$ cat src/nand_host_pkg.sv
// Package with command codes, geometry, timing and carrier types of the flash host
package nand_host_pkg;

  // Array geometry
  localparam int PAGE_COUNT      = 65536;
  localparam int PAGE_BYTES      = 2112;
  localparam int SPARE_FIRST_COL = 2048;
  localparam int SPARE_LAST_COL  = 2111;
  localparam int BLOCK_COUNT     = 1024;
  localparam int PAGES_PER_BLOCK = 64;
  localparam int ADDR_BITS       = 28;
  localparam int COL_BITS        = 12;
  localparam int ROW_BITS        = 16;

  // Command codes
  localparam logic [7:0] CMD_READ_SETUP  = 8'h00;
  localparam logic [7:0] CMD_READ_GO     = 8'h30;
  localparam logic [7:0] CMD_COPY_READ   = 8'h35;
  localparam logic [7:0] CMD_READ_ID     = 8'h90;
  localparam logic [7:0] CMD_RESET       = 8'hFF;
  localparam logic [7:0] CMD_PROG_SETUP  = 8'h80;
  localparam logic [7:0] CMD_PROG_GO     = 8'h10;
  localparam logic [7:0] CMD_COPY_PROG   = 8'h85;
  localparam logic [7:0] CMD_ERASE_SETUP = 8'h60;
  localparam logic [7:0] CMD_ERASE_GO    = 8'hD0;
  localparam logic [7:0] CMD_RAND_OUT    = 8'h05;
  localparam logic [7:0] CMD_RAND_OUT_GO = 8'hE0;
  localparam logic [7:0] CMD_STATUS      = 8'h70;
  localparam logic [7:0] CMD_EDC_STATUS  = 8'h7B;

  // Timing in ns and cycles at the 100 ns clock
  localparam int CLK_NS      = 100;
  localparam int T_ADL_NS    = 100;
  localparam int T_WHR_NS    = 60;
  localparam int T_RHW_NS    = 100;
  localparam int T_WB_NS     = 100;
  localparam int ADL_CYC     = (T_ADL_NS + CLK_NS - 1) / CLK_NS;
  localparam int WHR_CYC     = (T_WHR_NS + CLK_NS - 1) / CLK_NS;
  localparam int RHW_CYC     = (T_RHW_NS + CLK_NS - 1) / CLK_NS;
  localparam int WB_CYC      = (T_WB_NS + CLK_NS - 1) / CLK_NS + 1;
  localparam int GAP_MAX     = 3;

  // Operation codes given on the request port
  typedef enum logic [3:0] {
    OP_READ, OP_COPY_READ, OP_READ_ID, OP_RESET, OP_PROGRAM, OP_COPY_PROG,
    OP_ERASE, OP_RAND_IN, OP_RAND_OUT, OP_STATUS, OP_EDC_STATUS
  } op_t;

  // One request from the user side
  typedef struct packed {
    op_t                   op;
    logic [ADDR_BITS-1:0]  addr;
    logic [COL_BITS-1:0]   count;
  } req_t;

  // Flash pin group driven by the host
  typedef struct packed {
    logic       chipSelN;
    logic       cmdLatch;
    logic       addrLatch;
    logic       writeStrobeN;
    logic       readStrobeN;
    logic       writeProtN;
  } pins_t;

  // Kind of one bus cycle
  typedef enum logic [1:0] {
    CYC_CMD, CYC_ADDR, CYC_WDATA, CYC_RDATA
  } cyc_t;

endpackage

$ cat src/nand_bus_cycle.sv
// One flash bus cycle: write strobe or read strobe pulse with latch lines
`timescale 1ns/1ns
module nand_bus_cycle (
  input  wire logic                  clock,
  input  wire logic                  rst,
  input  wire logic                  clkEn,
  input  wire logic                  start,
  input  wire nand_host_pkg::cyc_t   kind,
  input  wire logic [7:0]            wrByte,
  input  wire logic [7:0]            ioInSync,
  output logic                       done,
  output logic [7:0]                 rdByte_r,
  output logic                       cmdLatch_r,
  output logic                       addrLatch_r,
  output logic                       writeStrobeN_r,
  output logic                       readStrobeN_r,
  output logic [7:0]                 ioOut_r,
  output logic                       ioOe_r
);

  typedef enum logic [1:0] {B_IDLE, B_LOW, B_SAMPLE, B_HIGH} bstate_t;

  bstate_t    state_r, state_nxt;
  logic [7:0] rdByte_nxt, ioOut_nxt;
  logic       cle_nxt, ale_nxt, we_nxt, re_nxt, oe_nxt;

  // Strobe low one cycle, high at least three cycles between pulses; latch lines held across the cycle
  always_comb begin
    state_nxt  = state_r;
    rdByte_nxt = rdByte_r;
    ioOut_nxt  = ioOut_r;
    cle_nxt    = cmdLatch_r;
    ale_nxt    = addrLatch_r;
    we_nxt     = writeStrobeN_r;
    re_nxt     = readStrobeN_r;
    oe_nxt     = ioOe_r;
    done       = 1'b0;
    case (state_r)
      B_IDLE: begin
        if (start) begin
          cle_nxt   = (kind == nand_host_pkg::CYC_CMD);
          ale_nxt   = (kind == nand_host_pkg::CYC_ADDR);
          oe_nxt    = (kind != nand_host_pkg::CYC_RDATA);
          re_nxt    = (kind != nand_host_pkg::CYC_RDATA);
          ioOut_nxt = wrByte;
          state_nxt = B_LOW;
        end
      end
      B_LOW: begin
        // Write strobe lags setup; read strobe ends early so both sync stages see the byte
        if (kind != nand_host_pkg::CYC_RDATA) begin
          we_nxt = 1'b0;
        end
        re_nxt    = 1'b1;
        state_nxt = B_SAMPLE;
      end
      B_SAMPLE: begin
        we_nxt    = 1'b1;
        re_nxt    = 1'b1;
        state_nxt = B_HIGH;
      end
      B_HIGH: begin
        // Read byte sampled after two sync stages, strobe already high
        if (kind == nand_host_pkg::CYC_RDATA) begin
          rdByte_nxt = ioInSync;
        end
        cle_nxt   = 1'b0;
        ale_nxt   = 1'b0;
        oe_nxt    = 1'b0;
        done      = 1'b1;
        state_nxt = B_IDLE;
      end
      default: state_nxt = B_IDLE;
    endcase
  end

  // Registers of the bus cycle
  always_ff @(posedge clock or posedge rst) begin
    if (rst) begin
      state_r        <= B_IDLE;
      rdByte_r       <= 8'h00;
      ioOut_r        <= 8'h00;
      cmdLatch_r     <= 1'b0;
      addrLatch_r    <= 1'b0;
      writeStrobeN_r <= 1'b1;
      readStrobeN_r  <= 1'b1;
      ioOe_r         <= 1'b0;
    end else if (clkEn) begin
      state_r        <= state_nxt;
      rdByte_r       <= rdByte_nxt;
      ioOut_r        <= ioOut_nxt;
      cmdLatch_r     <= cle_nxt;
      addrLatch_r    <= ale_nxt;
      writeStrobeN_r <= we_nxt;
      readStrobeN_r  <= re_nxt;
      ioOe_r         <= oe_nxt;
    end
  end

endmodule

$ cat src/nand_host_ctrl.sv
// Host sequencer that drives a multiplexed 8-bit flash through its pins
`timescale 1ns/1ns
module nand_host_ctrl (
  input  wire logic                  clock,
  input  wire logic                  rst,
  input  wire logic                  clkEn,
  // User request port
  input  wire logic                  reqValid,
  output logic                       reqReady,
  input  wire nand_host_pkg::req_t   req,
  input  wire logic                  wrValid,
  output logic                       wrReady,
  input  wire logic [7:0]            wrData,
  output logic                       rdValid_r,
  output logic [7:0]                 rdData_r,
  output logic                       opDone,
  output logic                       refused,
  output logic                       flashReady,
  // Flash pins
  output nand_host_pkg::pins_t       pins,
  output logic [7:0]                 ioOut,
  output logic                       ioOe,
  input  wire logic [7:0]            ioIn,
  input  wire logic                  readyBusyN
);

  typedef enum logic [3:0] {
    S_IDLE, S_CMD1, S_ADDR, S_GAP, S_DATA, S_CMD2, S_BUSYWAIT, S_WAITRDY, S_FINISH
  } state_t;

  state_t      state_r, state_nxt;
  nand_host_pkg::req_t cur_r, cur_nxt;
  logic [2:0]  addrIdx_r, addrIdx_nxt;
  logic [2:0]  addrEnd_r, addrEnd_nxt;
  logic [11:0] left_r, left_nxt;
  logic [2:0]  gap_r, gap_nxt;
  logic        copyDone_r, copyDone_nxt;
  logic        rdValid_nxt;
  logic        bcStart, bcDone;
  nand_host_pkg::cyc_t bcKind;
  logic [7:0]  bcByte;
  logic        cle, ale, weN, reN;
  logic [7:0]  ioMeta_r, ioSync_r;
  logic        rbMeta_r, rbSync_r;

  // Setup command for each operation; only codes of the defined set
  function automatic logic [7:0] firstCmd(input nand_host_pkg::op_t op);
    case (op)
      nand_host_pkg::OP_READ,
      nand_host_pkg::OP_COPY_READ:  firstCmd = nand_host_pkg::CMD_READ_SETUP;
      nand_host_pkg::OP_READ_ID:    firstCmd = nand_host_pkg::CMD_READ_ID;
      nand_host_pkg::OP_RESET:      firstCmd = nand_host_pkg::CMD_RESET;
      nand_host_pkg::OP_PROGRAM:    firstCmd = nand_host_pkg::CMD_PROG_SETUP;
      nand_host_pkg::OP_COPY_PROG,
      nand_host_pkg::OP_RAND_IN:    firstCmd = nand_host_pkg::CMD_COPY_PROG;
      nand_host_pkg::OP_ERASE:      firstCmd = nand_host_pkg::CMD_ERASE_SETUP;
      nand_host_pkg::OP_RAND_OUT:   firstCmd = nand_host_pkg::CMD_RAND_OUT;
      nand_host_pkg::OP_EDC_STATUS: firstCmd = nand_host_pkg::CMD_EDC_STATUS;
      default:                      firstCmd = nand_host_pkg::CMD_STATUS;
    endcase
  endfunction

  // Confirm command, or none for one-cycle operations
  function automatic logic [7:0] secondCmd(input nand_host_pkg::op_t op);
    case (op)
      nand_host_pkg::OP_READ:      secondCmd = nand_host_pkg::CMD_READ_GO;
      nand_host_pkg::OP_COPY_READ: secondCmd = nand_host_pkg::CMD_COPY_READ;
      nand_host_pkg::OP_PROGRAM,
      nand_host_pkg::OP_COPY_PROG: secondCmd = nand_host_pkg::CMD_PROG_GO;
      nand_host_pkg::OP_ERASE:     secondCmd = nand_host_pkg::CMD_ERASE_GO;
      nand_host_pkg::OP_RAND_OUT:  secondCmd = nand_host_pkg::CMD_RAND_OUT_GO;
      default:                     secondCmd = 8'h00;
    endcase
  endfunction

  function automatic logic hasSecond(input nand_host_pkg::op_t op);
    hasSecond = (op == nand_host_pkg::OP_READ) || (op == nand_host_pkg::OP_COPY_READ)
             || (op == nand_host_pkg::OP_PROGRAM) || (op == nand_host_pkg::OP_COPY_PROG)
             || (op == nand_host_pkg::OP_ERASE) || (op == nand_host_pkg::OP_RAND_OUT);
  endfunction

  // Operations that leave the device busy after the last command
  function automatic logic makesBusy(input nand_host_pkg::op_t op);
    makesBusy = (op == nand_host_pkg::OP_READ) || (op == nand_host_pkg::OP_COPY_READ)
             || (op == nand_host_pkg::OP_PROGRAM) || (op == nand_host_pkg::OP_COPY_PROG)
             || (op == nand_host_pkg::OP_ERASE) || (op == nand_host_pkg::OP_RESET);
  endfunction

  // Commands the device takes while busy
  function automatic logic busyOk(input nand_host_pkg::op_t op);
    busyOk = (op == nand_host_pkg::OP_RESET) || (op == nand_host_pkg::OP_STATUS)
          || (op == nand_host_pkg::OP_EDC_STATUS);
  endfunction

  // Address cycle window: first index and one past last
  function automatic logic [5:0] addrRange(input nand_host_pkg::op_t op);
    case (op)
      nand_host_pkg::OP_READ, nand_host_pkg::OP_COPY_READ,
      nand_host_pkg::OP_PROGRAM, nand_host_pkg::OP_COPY_PROG:
                                   addrRange = {3'd0, 3'd4};
      nand_host_pkg::OP_ERASE:     addrRange = {3'd2, 3'd4};
      nand_host_pkg::OP_RAND_IN,
      nand_host_pkg::OP_RAND_OUT:  addrRange = {3'd0, 3'd2};
      nand_host_pkg::OP_READ_ID:   addrRange = {3'd0, 3'd1};
      default:                     addrRange = {3'd0, 3'd0};
    endcase
  endfunction

  // Address byte order: two column bytes then two row bytes
  function automatic logic [7:0] addrByte(input logic [27:0] a, input logic [2:0] i);
    case (i)
      3'd0:    addrByte = a[7:0];
      3'd1:    addrByte = {4'h0, a[11:8]};
      3'd2:    addrByte = a[19:12];
      default: addrByte = a[27:20];
    endcase
  endfunction

  function automatic logic writesData(input nand_host_pkg::op_t op);
    writesData = (op == nand_host_pkg::OP_PROGRAM) || (op == nand_host_pkg::OP_RAND_IN)
              || (op == nand_host_pkg::OP_COPY_PROG);
  endfunction

  // Pin inputs pass two flip-flops before use
  always_ff @(posedge clock or posedge rst) begin
    if (rst) begin
      ioMeta_r <= 8'h00;
      ioSync_r <= 8'h00;
      rbMeta_r <= 1'b0;
      rbSync_r <= 1'b0;
    end else if (clkEn) begin
      ioMeta_r <= ioIn;
      ioSync_r <= ioMeta_r;
      rbMeta_r <= readyBusyN;
      rbSync_r <= rbMeta_r;
    end
  end

  assign flashReady = rbSync_r;

  nand_bus_cycle nand_bus_cycle_i (
    .clock          (clock),
    .rst            (rst),
    .clkEn          (clkEn),
    .start          (bcStart),
    .kind           (bcKind),
    .wrByte         (bcByte),
    .ioInSync       (ioSync_r),
    .done           (bcDone),
    .rdByte_r       (rdData_r),
    .cmdLatch_r     (cle),
    .addrLatch_r    (ale),
    .writeStrobeN_r (weN),
    .readStrobeN_r  (reN),
    .ioOut_r        (ioOut),
    .ioOe_r         (ioOe)
  );

  // Chip held selected; write protect released
  assign pins = '{chipSelN: 1'b0, cmdLatch: cle, addrLatch: ale,
                  writeStrobeN: weN, readStrobeN: reN, writeProtN: 1'b1};

  // Sequencer: command, address, data and confirm cycles
  always_comb begin
    state_nxt    = state_r;
    cur_nxt      = cur_r;
    addrIdx_nxt  = addrIdx_r;
    addrEnd_nxt  = addrEnd_r;
    left_nxt     = left_r;
    gap_nxt      = gap_r;
    copyDone_nxt = copyDone_r;
    rdValid_nxt  = 1'b0;
    reqReady     = 1'b0;
    wrReady      = 1'b0;
    opDone       = 1'b0;
    refused      = 1'b0;
    bcStart      = 1'b0;
    bcKind       = nand_host_pkg::CYC_CMD;
    bcByte       = firstCmd(cur_r.op);
    case (state_r)
      S_IDLE: begin
        reqReady = 1'b1;
        if (reqValid) begin
          // Busy device or stray error-detect read is refused
          if ((!rbSync_r && !busyOk(req.op)) ||
              (req.op == nand_host_pkg::OP_EDC_STATUS && !copyDone_r)) begin
            refused = 1'b1;
          end else begin
            cur_nxt     = req;
            addrIdx_nxt = 3'(addrRange(req.op) >> 3);
            addrEnd_nxt = 3'(addrRange(req.op));
            left_nxt    = req.count;
            state_nxt   = S_CMD1;
          end
        end
      end
      S_CMD1: begin
        bcStart = 1'b1;
        if (bcDone) begin
          bcStart   = 1'b0;
          state_nxt = (addrIdx_r != addrEnd_r) ? S_ADDR : S_GAP;
          gap_nxt   = 3'(nand_host_pkg::GAP_MAX);
        end
      end
      S_ADDR: begin
        bcStart = 1'b1;
        bcKind  = nand_host_pkg::CYC_ADDR;
        bcByte  = addrByte(cur_r.addr, addrIdx_r);
        if (bcDone) begin
          bcStart     = 1'b0;
          addrIdx_nxt = addrIdx_r + 3'd1;
          if (addrIdx_r + 3'd1 == addrEnd_r) begin
            state_nxt = S_GAP;
            gap_nxt   = 3'(nand_host_pkg::GAP_MAX); // Covers address-to-data and WE-to-RE
          end
        end
      end
      S_GAP: begin
        if (gap_r != 3'd0) begin
          gap_nxt = gap_r - 3'd1;
        end else if (left_r != 12'h000 && cur_r.op != nand_host_pkg::OP_RESET
                     && !hasSecond(cur_r.op) || (left_r != 12'h000
                     && writesData(cur_r.op))) begin
          state_nxt = S_DATA;
        end else if (hasSecond(cur_r.op)) begin
          state_nxt = S_CMD2;
        end else begin
          state_nxt = S_FINISH;
        end
      end
      S_DATA: begin
        if (writesData(cur_r.op)) begin
          bcKind  = nand_host_pkg::CYC_WDATA;
          bcByte  = wrData;
          bcStart = wrValid;
          wrReady = bcDone;
        end else begin
          bcKind  = nand_host_pkg::CYC_RDATA;
          bcStart = 1'b1;
        end
        if (bcDone) begin
          bcStart     = 1'b0;
          rdValid_nxt = !writesData(cur_r.op);
          left_nxt    = left_r - 12'h001;
          if (left_r == 12'h001) begin
            state_nxt = hasSecond(cur_r.op) && writesData(cur_r.op) ? S_CMD2 : S_FINISH;
          end
        end
      end
      S_CMD2: begin
        bcStart = 1'b1;
        bcByte  = secondCmd(cur_r.op);
        if (bcDone) begin
          bcStart   = 1'b0;
          gap_nxt   = 3'(nand_host_pkg::WB_CYC);
          state_nxt = makesBusy(cur_r.op) ? S_BUSYWAIT : S_GAP;
          if (cur_r.op == nand_host_pkg::OP_RAND_OUT) begin
            left_nxt  = cur_r.count;
            cur_nxt.op = nand_host_pkg::OP_STATUS; // Reuse read-out path
          end
        end
      end
      S_BUSYWAIT: begin
        // Busy edge may come late; wait past the WE-high-to-busy limit
        if (gap_r != 3'd0) begin
          gap_nxt = gap_r - 3'd1;
        end else begin
          state_nxt = S_WAITRDY;
        end
      end
      S_WAITRDY: begin
        if (rbSync_r) begin
          state_nxt = (cur_r.op == nand_host_pkg::OP_READ && left_r != 12'h000) ?
                      S_DATA : S_FINISH;
        end
      end
      S_FINISH: begin
        opDone = 1'b1;
        if (cur_r.op == nand_host_pkg::OP_COPY_READ) begin
          copyDone_nxt = 1'b1;
        end else if (cur_r.op != nand_host_pkg::OP_EDC_STATUS &&
                     cur_r.op != nand_host_pkg::OP_STATUS &&
                     cur_r.op != nand_host_pkg::OP_COPY_PROG) begin
          copyDone_nxt = 1'b0;
        end
        state_nxt = S_IDLE;
      end
      default: state_nxt = S_IDLE;
    endcase
  end

  // Sequencer registers
  always_ff @(posedge clock or posedge rst) begin
    if (rst) begin
      state_r    <= S_IDLE;
      cur_r      <= '0;
      addrIdx_r  <= 3'd0;
      addrEnd_r  <= 3'd0;
      left_r     <= 12'h000;
      gap_r      <= 3'd0;
      copyDone_r <= 1'b0;
      rdValid_r  <= 1'b0;
    end else if (clkEn) begin
      state_r    <= state_nxt;
      cur_r      <= cur_nxt;
      addrIdx_r  <= addrIdx_nxt;
      addrEnd_r  <= addrEnd_nxt;
      left_r     <= left_nxt;
      gap_r      <= gap_nxt;
      copyDone_r <= copyDone_nxt;
      rdValid_r  <= rdValid_nxt;
    end
  end

endmodule

$ cat config.mk
export PLATFORM = sky130hd
export DESIGN_NAME = nand_host_ctrl
export DESIGN_NICKNAME = d
export VERILOG_FILES = /design/src/nand_host_pkg.sv /design/src/nand_bus_cycle.sv /design/src/nand_host_ctrl.sv
export SDC_FILE = /design/constraint.sdc
export NUM_CORES = 1
export LEC_CHECK = 0
export BUFFER_PORTS_ARGS = -buffer_cell sky130_fd_sc_hd__buf_2
export CORE_MARGIN = 2
export CORE_UTILIZATION = 52
export CTS_CLUSTER_SIZE = 14
export DETAILED_ROUTE_END_ITERATION = 12
export PLACE_DENSITY = 0.77
export SKIP_LAST_GASP = 1
export SYNTH_ARGS = -nofsm -noshare
export SYNTH_HDL_FRONTEND = slang
export SYNTH_HIERARCHICAL = 1
export SYNTH_SLANG_ARGS = --single-unit
$ cat constraint.sdc
create_clock -name clock -period 3.1 [get_ports clock]
set_clock_uncertainty 0.05 [all_clocks]
set_input_delay 0.62 -clock clock [delete_from_list [all_inputs] [get_ports clock]]
set_output_delay 0.62 -clock clock [all_outputs]
set_load 0.01 [all_outputs]
==> run metrics <==
Pleak=about 3.4 nW; clock-pin slew on the worst setup and hold paths=approximately 0.070 ns; critical path arrival=2.00 ns; PortBufs=just over 90; CTS buffer count=9; Hold Fails Final Rpt=0; Routed WL=15000 microns; GPL Wtd Cong=between 0.8 and 0.9; Fillers=980; post-CTS setup buffer count=0; number of vias per cell=about 6; ys flop type=dfrtp_1; share of cells above drive strength 1=32.9%; Seq/Total Area, Yosys=between 40% and 50%; antenna violations before repair=0; routed via count=5021; syn_nets=666; initial DRC count=459; area occupied by multi-input gates=about 3200 sq um; Post-CTS Hold Buffers=0; CP endpoint kind=output port; f_max=374 MHz; Worst-Skew Late Latency=0.35 ns; total grt overflow=0; pin count of the biggest net entering global routing=44; critical path's slowest cell=or4b_1; Min Hold Slack=0.345 ns; Post-synth ARST share=100%; Register Area=~2800 sq um; YS warnings=6; outcome=completed; drt drc=0; Die H=between 100 and 150 microns; endpoints failing setup=0; Routed wire per std cell=between 15 and 20 microns; worst rel slew slack=40.5%; H-tree level count=3; Worst Setup Start Kind=flip-flop; Synth cell types=77; Tcrit/Tclk final=86.2%; Tot Pwr=6.47 mW; 1st-pass router iterations=7; Power Density=906 nW/um^2; vias in the first global route=4993; Die Area=13000 sq um; Yosys reg bits=112; mapped cell area=6290 sq um; first-pass GRT wire length=24400 microns; I/O Pins=95; Routed Antenna Nets=0; post-synthesis average cell area=10.7 sq um; Worst Path Max Fanout=17; final max-slew violation count=0; root buf cell=clkbuf_16; worst path bufs/invs=2; core outline area=~12000 sq um; # nets final=741; placed inst area=6830 sq um; detailed placement HPWL=11100 microns; final core utilization=59.9%; P&R area growth vs syn=13.5%; die width=114 microns; final instance area=7140 sq um; Post-synth EDFFs=0; Max Cap Violations=0; Worst Path Required=2.43 ns; CTS tree=built; antenna cells=0; crit-path cells=or4b_1 > inv_2 > and3_1 > buf_2; maximum root-to-sink buffer count=2; RSZ-0062 raised after global routing=no; crit-path max cell delay=0.62 ns; Starting Density=52.8%; family with the most delay on the worst path=simple AND/OR/NAND/NOR gates; post-synthesis cell count=a little under 600; worst setup path category=reg2out; hold crit path type=in2async; CTS resizes=0; most frequent cells in the layout=dfrtp_1 (110), buf_2 (92), mux2_2 (69); setup TNS=0 ns; pin slew with the least headroom to its limit=0.892 ns; CTS Sinks=112; Total Routing Usage GR=around a quarter; FP Rows=40; final worst path period need=approximately 2.7 ns; most common cell after layout, fill and taps aside=dfrtp_1; VDD IR max=0.391 mV
metal layers:
layer,up-vias,global-route usage [%],part of all wire (%)
met5,-,0,0
met4,0,8.29,1.9
met3,26,4.36,7.4
met2,232,39.2,49
met1,2442,31.1,42
li1,2321,-,-
cells in the mapped netlist, types with 5 or more instances:
cell,number,share of area (%)
buf_2,10,0.80
nor2_1,34,2.0
a22oi_1,6,0.72
a222oi_1,7,1.1
nand3_1,17,1.4
o2bb2ai_1,12,1.7
ha_1,14,2.8
and3_1,6,0.60
o211ai_1,8,0.95
nor3_1,13,1.0
a31oi_1,5,0.50
mux2_1,11,2.0
o22ai_1,5,0.50
nor3b_1,6,0.72
a211oi_1,6,0.72
a21oi_1,34,2.7
dfrtp_1,110,44
inv_1,22,1.3
o21ai_0,15,1.2
a221oi_1,9,1.3
mux2_2,69,12
mux2i_1,6,0.95
nand2_1,31,1.8
a21o_1,8,0.95
buf_4,9,1.1
nand2b_1,7,0.70
o31ai_1,6,0.72
nor2b_1,6,0.60
clkbuf_1,17,1.0
worst reg2reg max path: cells and delay by family, from the launching register on:
kind / cells / cell delay [ns]
AOI/OAI and AO/OA: 1 / 0.58
and+or+nand+nor: 2 / 0.55
DFF: 1 / 0.44
adders and majority gates: 1 / 0.41
muxes: 1 / 0.25
buffers and inverters: 1 / 0.21
per-stage QoR:
| stage | setup WS (ns) | cells |
|---|---|---|
| 3_3_place_gp | 0.658 | 797 |
| 5_1_grt | 0.321 | 813 |
| 2_1_floorplan | 0.123 | 586 |
| 3_5_place_dp | 0.590 | 797 |
| 4_1_cts | 0.424 | 813 |
| 6_report | 0.428 | 813 |
flip-flops by register name, summed over array words and instances, names as in the netlist:
register / flops
nand_bus_cycle_i/rdByte_r: 8
state_r: 4
left_r: 12
nand_bus_cycle_i/cmdLatch_r: 1
nand_bus_cycle_i/writeStrobeN_r: 1
addrEnd_r: 3
ioMeta_r: 8
nand_bus_cycle_i/readStrobeN_r: 1
copyDone_r: 1
nand_bus_cycle_i/ioOe_r: 1
gap_r: 3
rbMeta_r: 1
ioSync_r: 8
rdValid_r: 1
nand_bus_cycle_i/addrLatch_r: 1
nand_bus_cycle_i/state_r: 2
addrIdx_r: 3
nand_bus_cycle_i/ioOut_r: 8
cur_r: 44
flashReady: 1
path summary, 6_finish.rpt:
check / end / startpoint / cells past startpoint / slack, ns
min in group clock: cur_r[17]$_DFFE_PP0P_ / req[17] / 2 / 0.43
max in group asynchronous: ioSync_r[5]$_DFFE_PP0P_ / rst / 3 / 1.98
worst max-delay path: wrReady / state_r[1]$_DFFE_PP0P_ / 4 / 0.43
worst min register to register: cur_r[17]$_DFFE_PP0P_ / cur_r[17]$_DFFE_PP0P_ / 1 / 0.45
worst min-delay path: rbMeta_r$_DFFE_PP0P_ / rst / 2 / 0.34
worst max register to register: left_r[0]$_DFFE_PP0P_ / nand_bus_cycle_i/state_r[0]$_DFFE_PP0P_ / 6 / 0.53
power by group:
| group | switching [mW] | total, mW | internal, mW |
|---|---|---|---|
| Clock | 0.542 | 1.20 | 0.657 |
| Combinational | 1.59 | 2.89 | 1.29 |
| Sequential | 0.444 | 2.38 | 1.94 |
layout make-up:
| type | instances | area share [%] |
|---|---|---|
| Multi-Input combinational cell | 406 | 44.2 |
| Sequential cell | 112 | 39.3 |
| Clock buffer | 11 | 3.40 |
| Timing Repair Buffer | 109 | 8.41 |
| Inverter | 23 | 1.23 |
| Clock inverter | 5 | 0.876 |
| Tap cell | 147 | 2.58 |
cells by family (layout without fill, tap and decap cells):
logic type / count (synthesis) / in the layout / share of synthesized area (%)
xor gates and xnor gates: 8 / 8 / 1.33
adders and majority gates: 14 / 14 / 2.78
muxes: 90 / 90 / 16.2
AOI/OAI and AO/OA: 144 / 144 / 16.7
and+or+nand+nor: 148 / 148 / 12.8
DFF: 112 / 112 / 44.6
buffers and inverters: 68 / 148 / 5.43
other: 2 / 2 / 0.119
No activity file was read; power rests on OpenSTA's default activity.
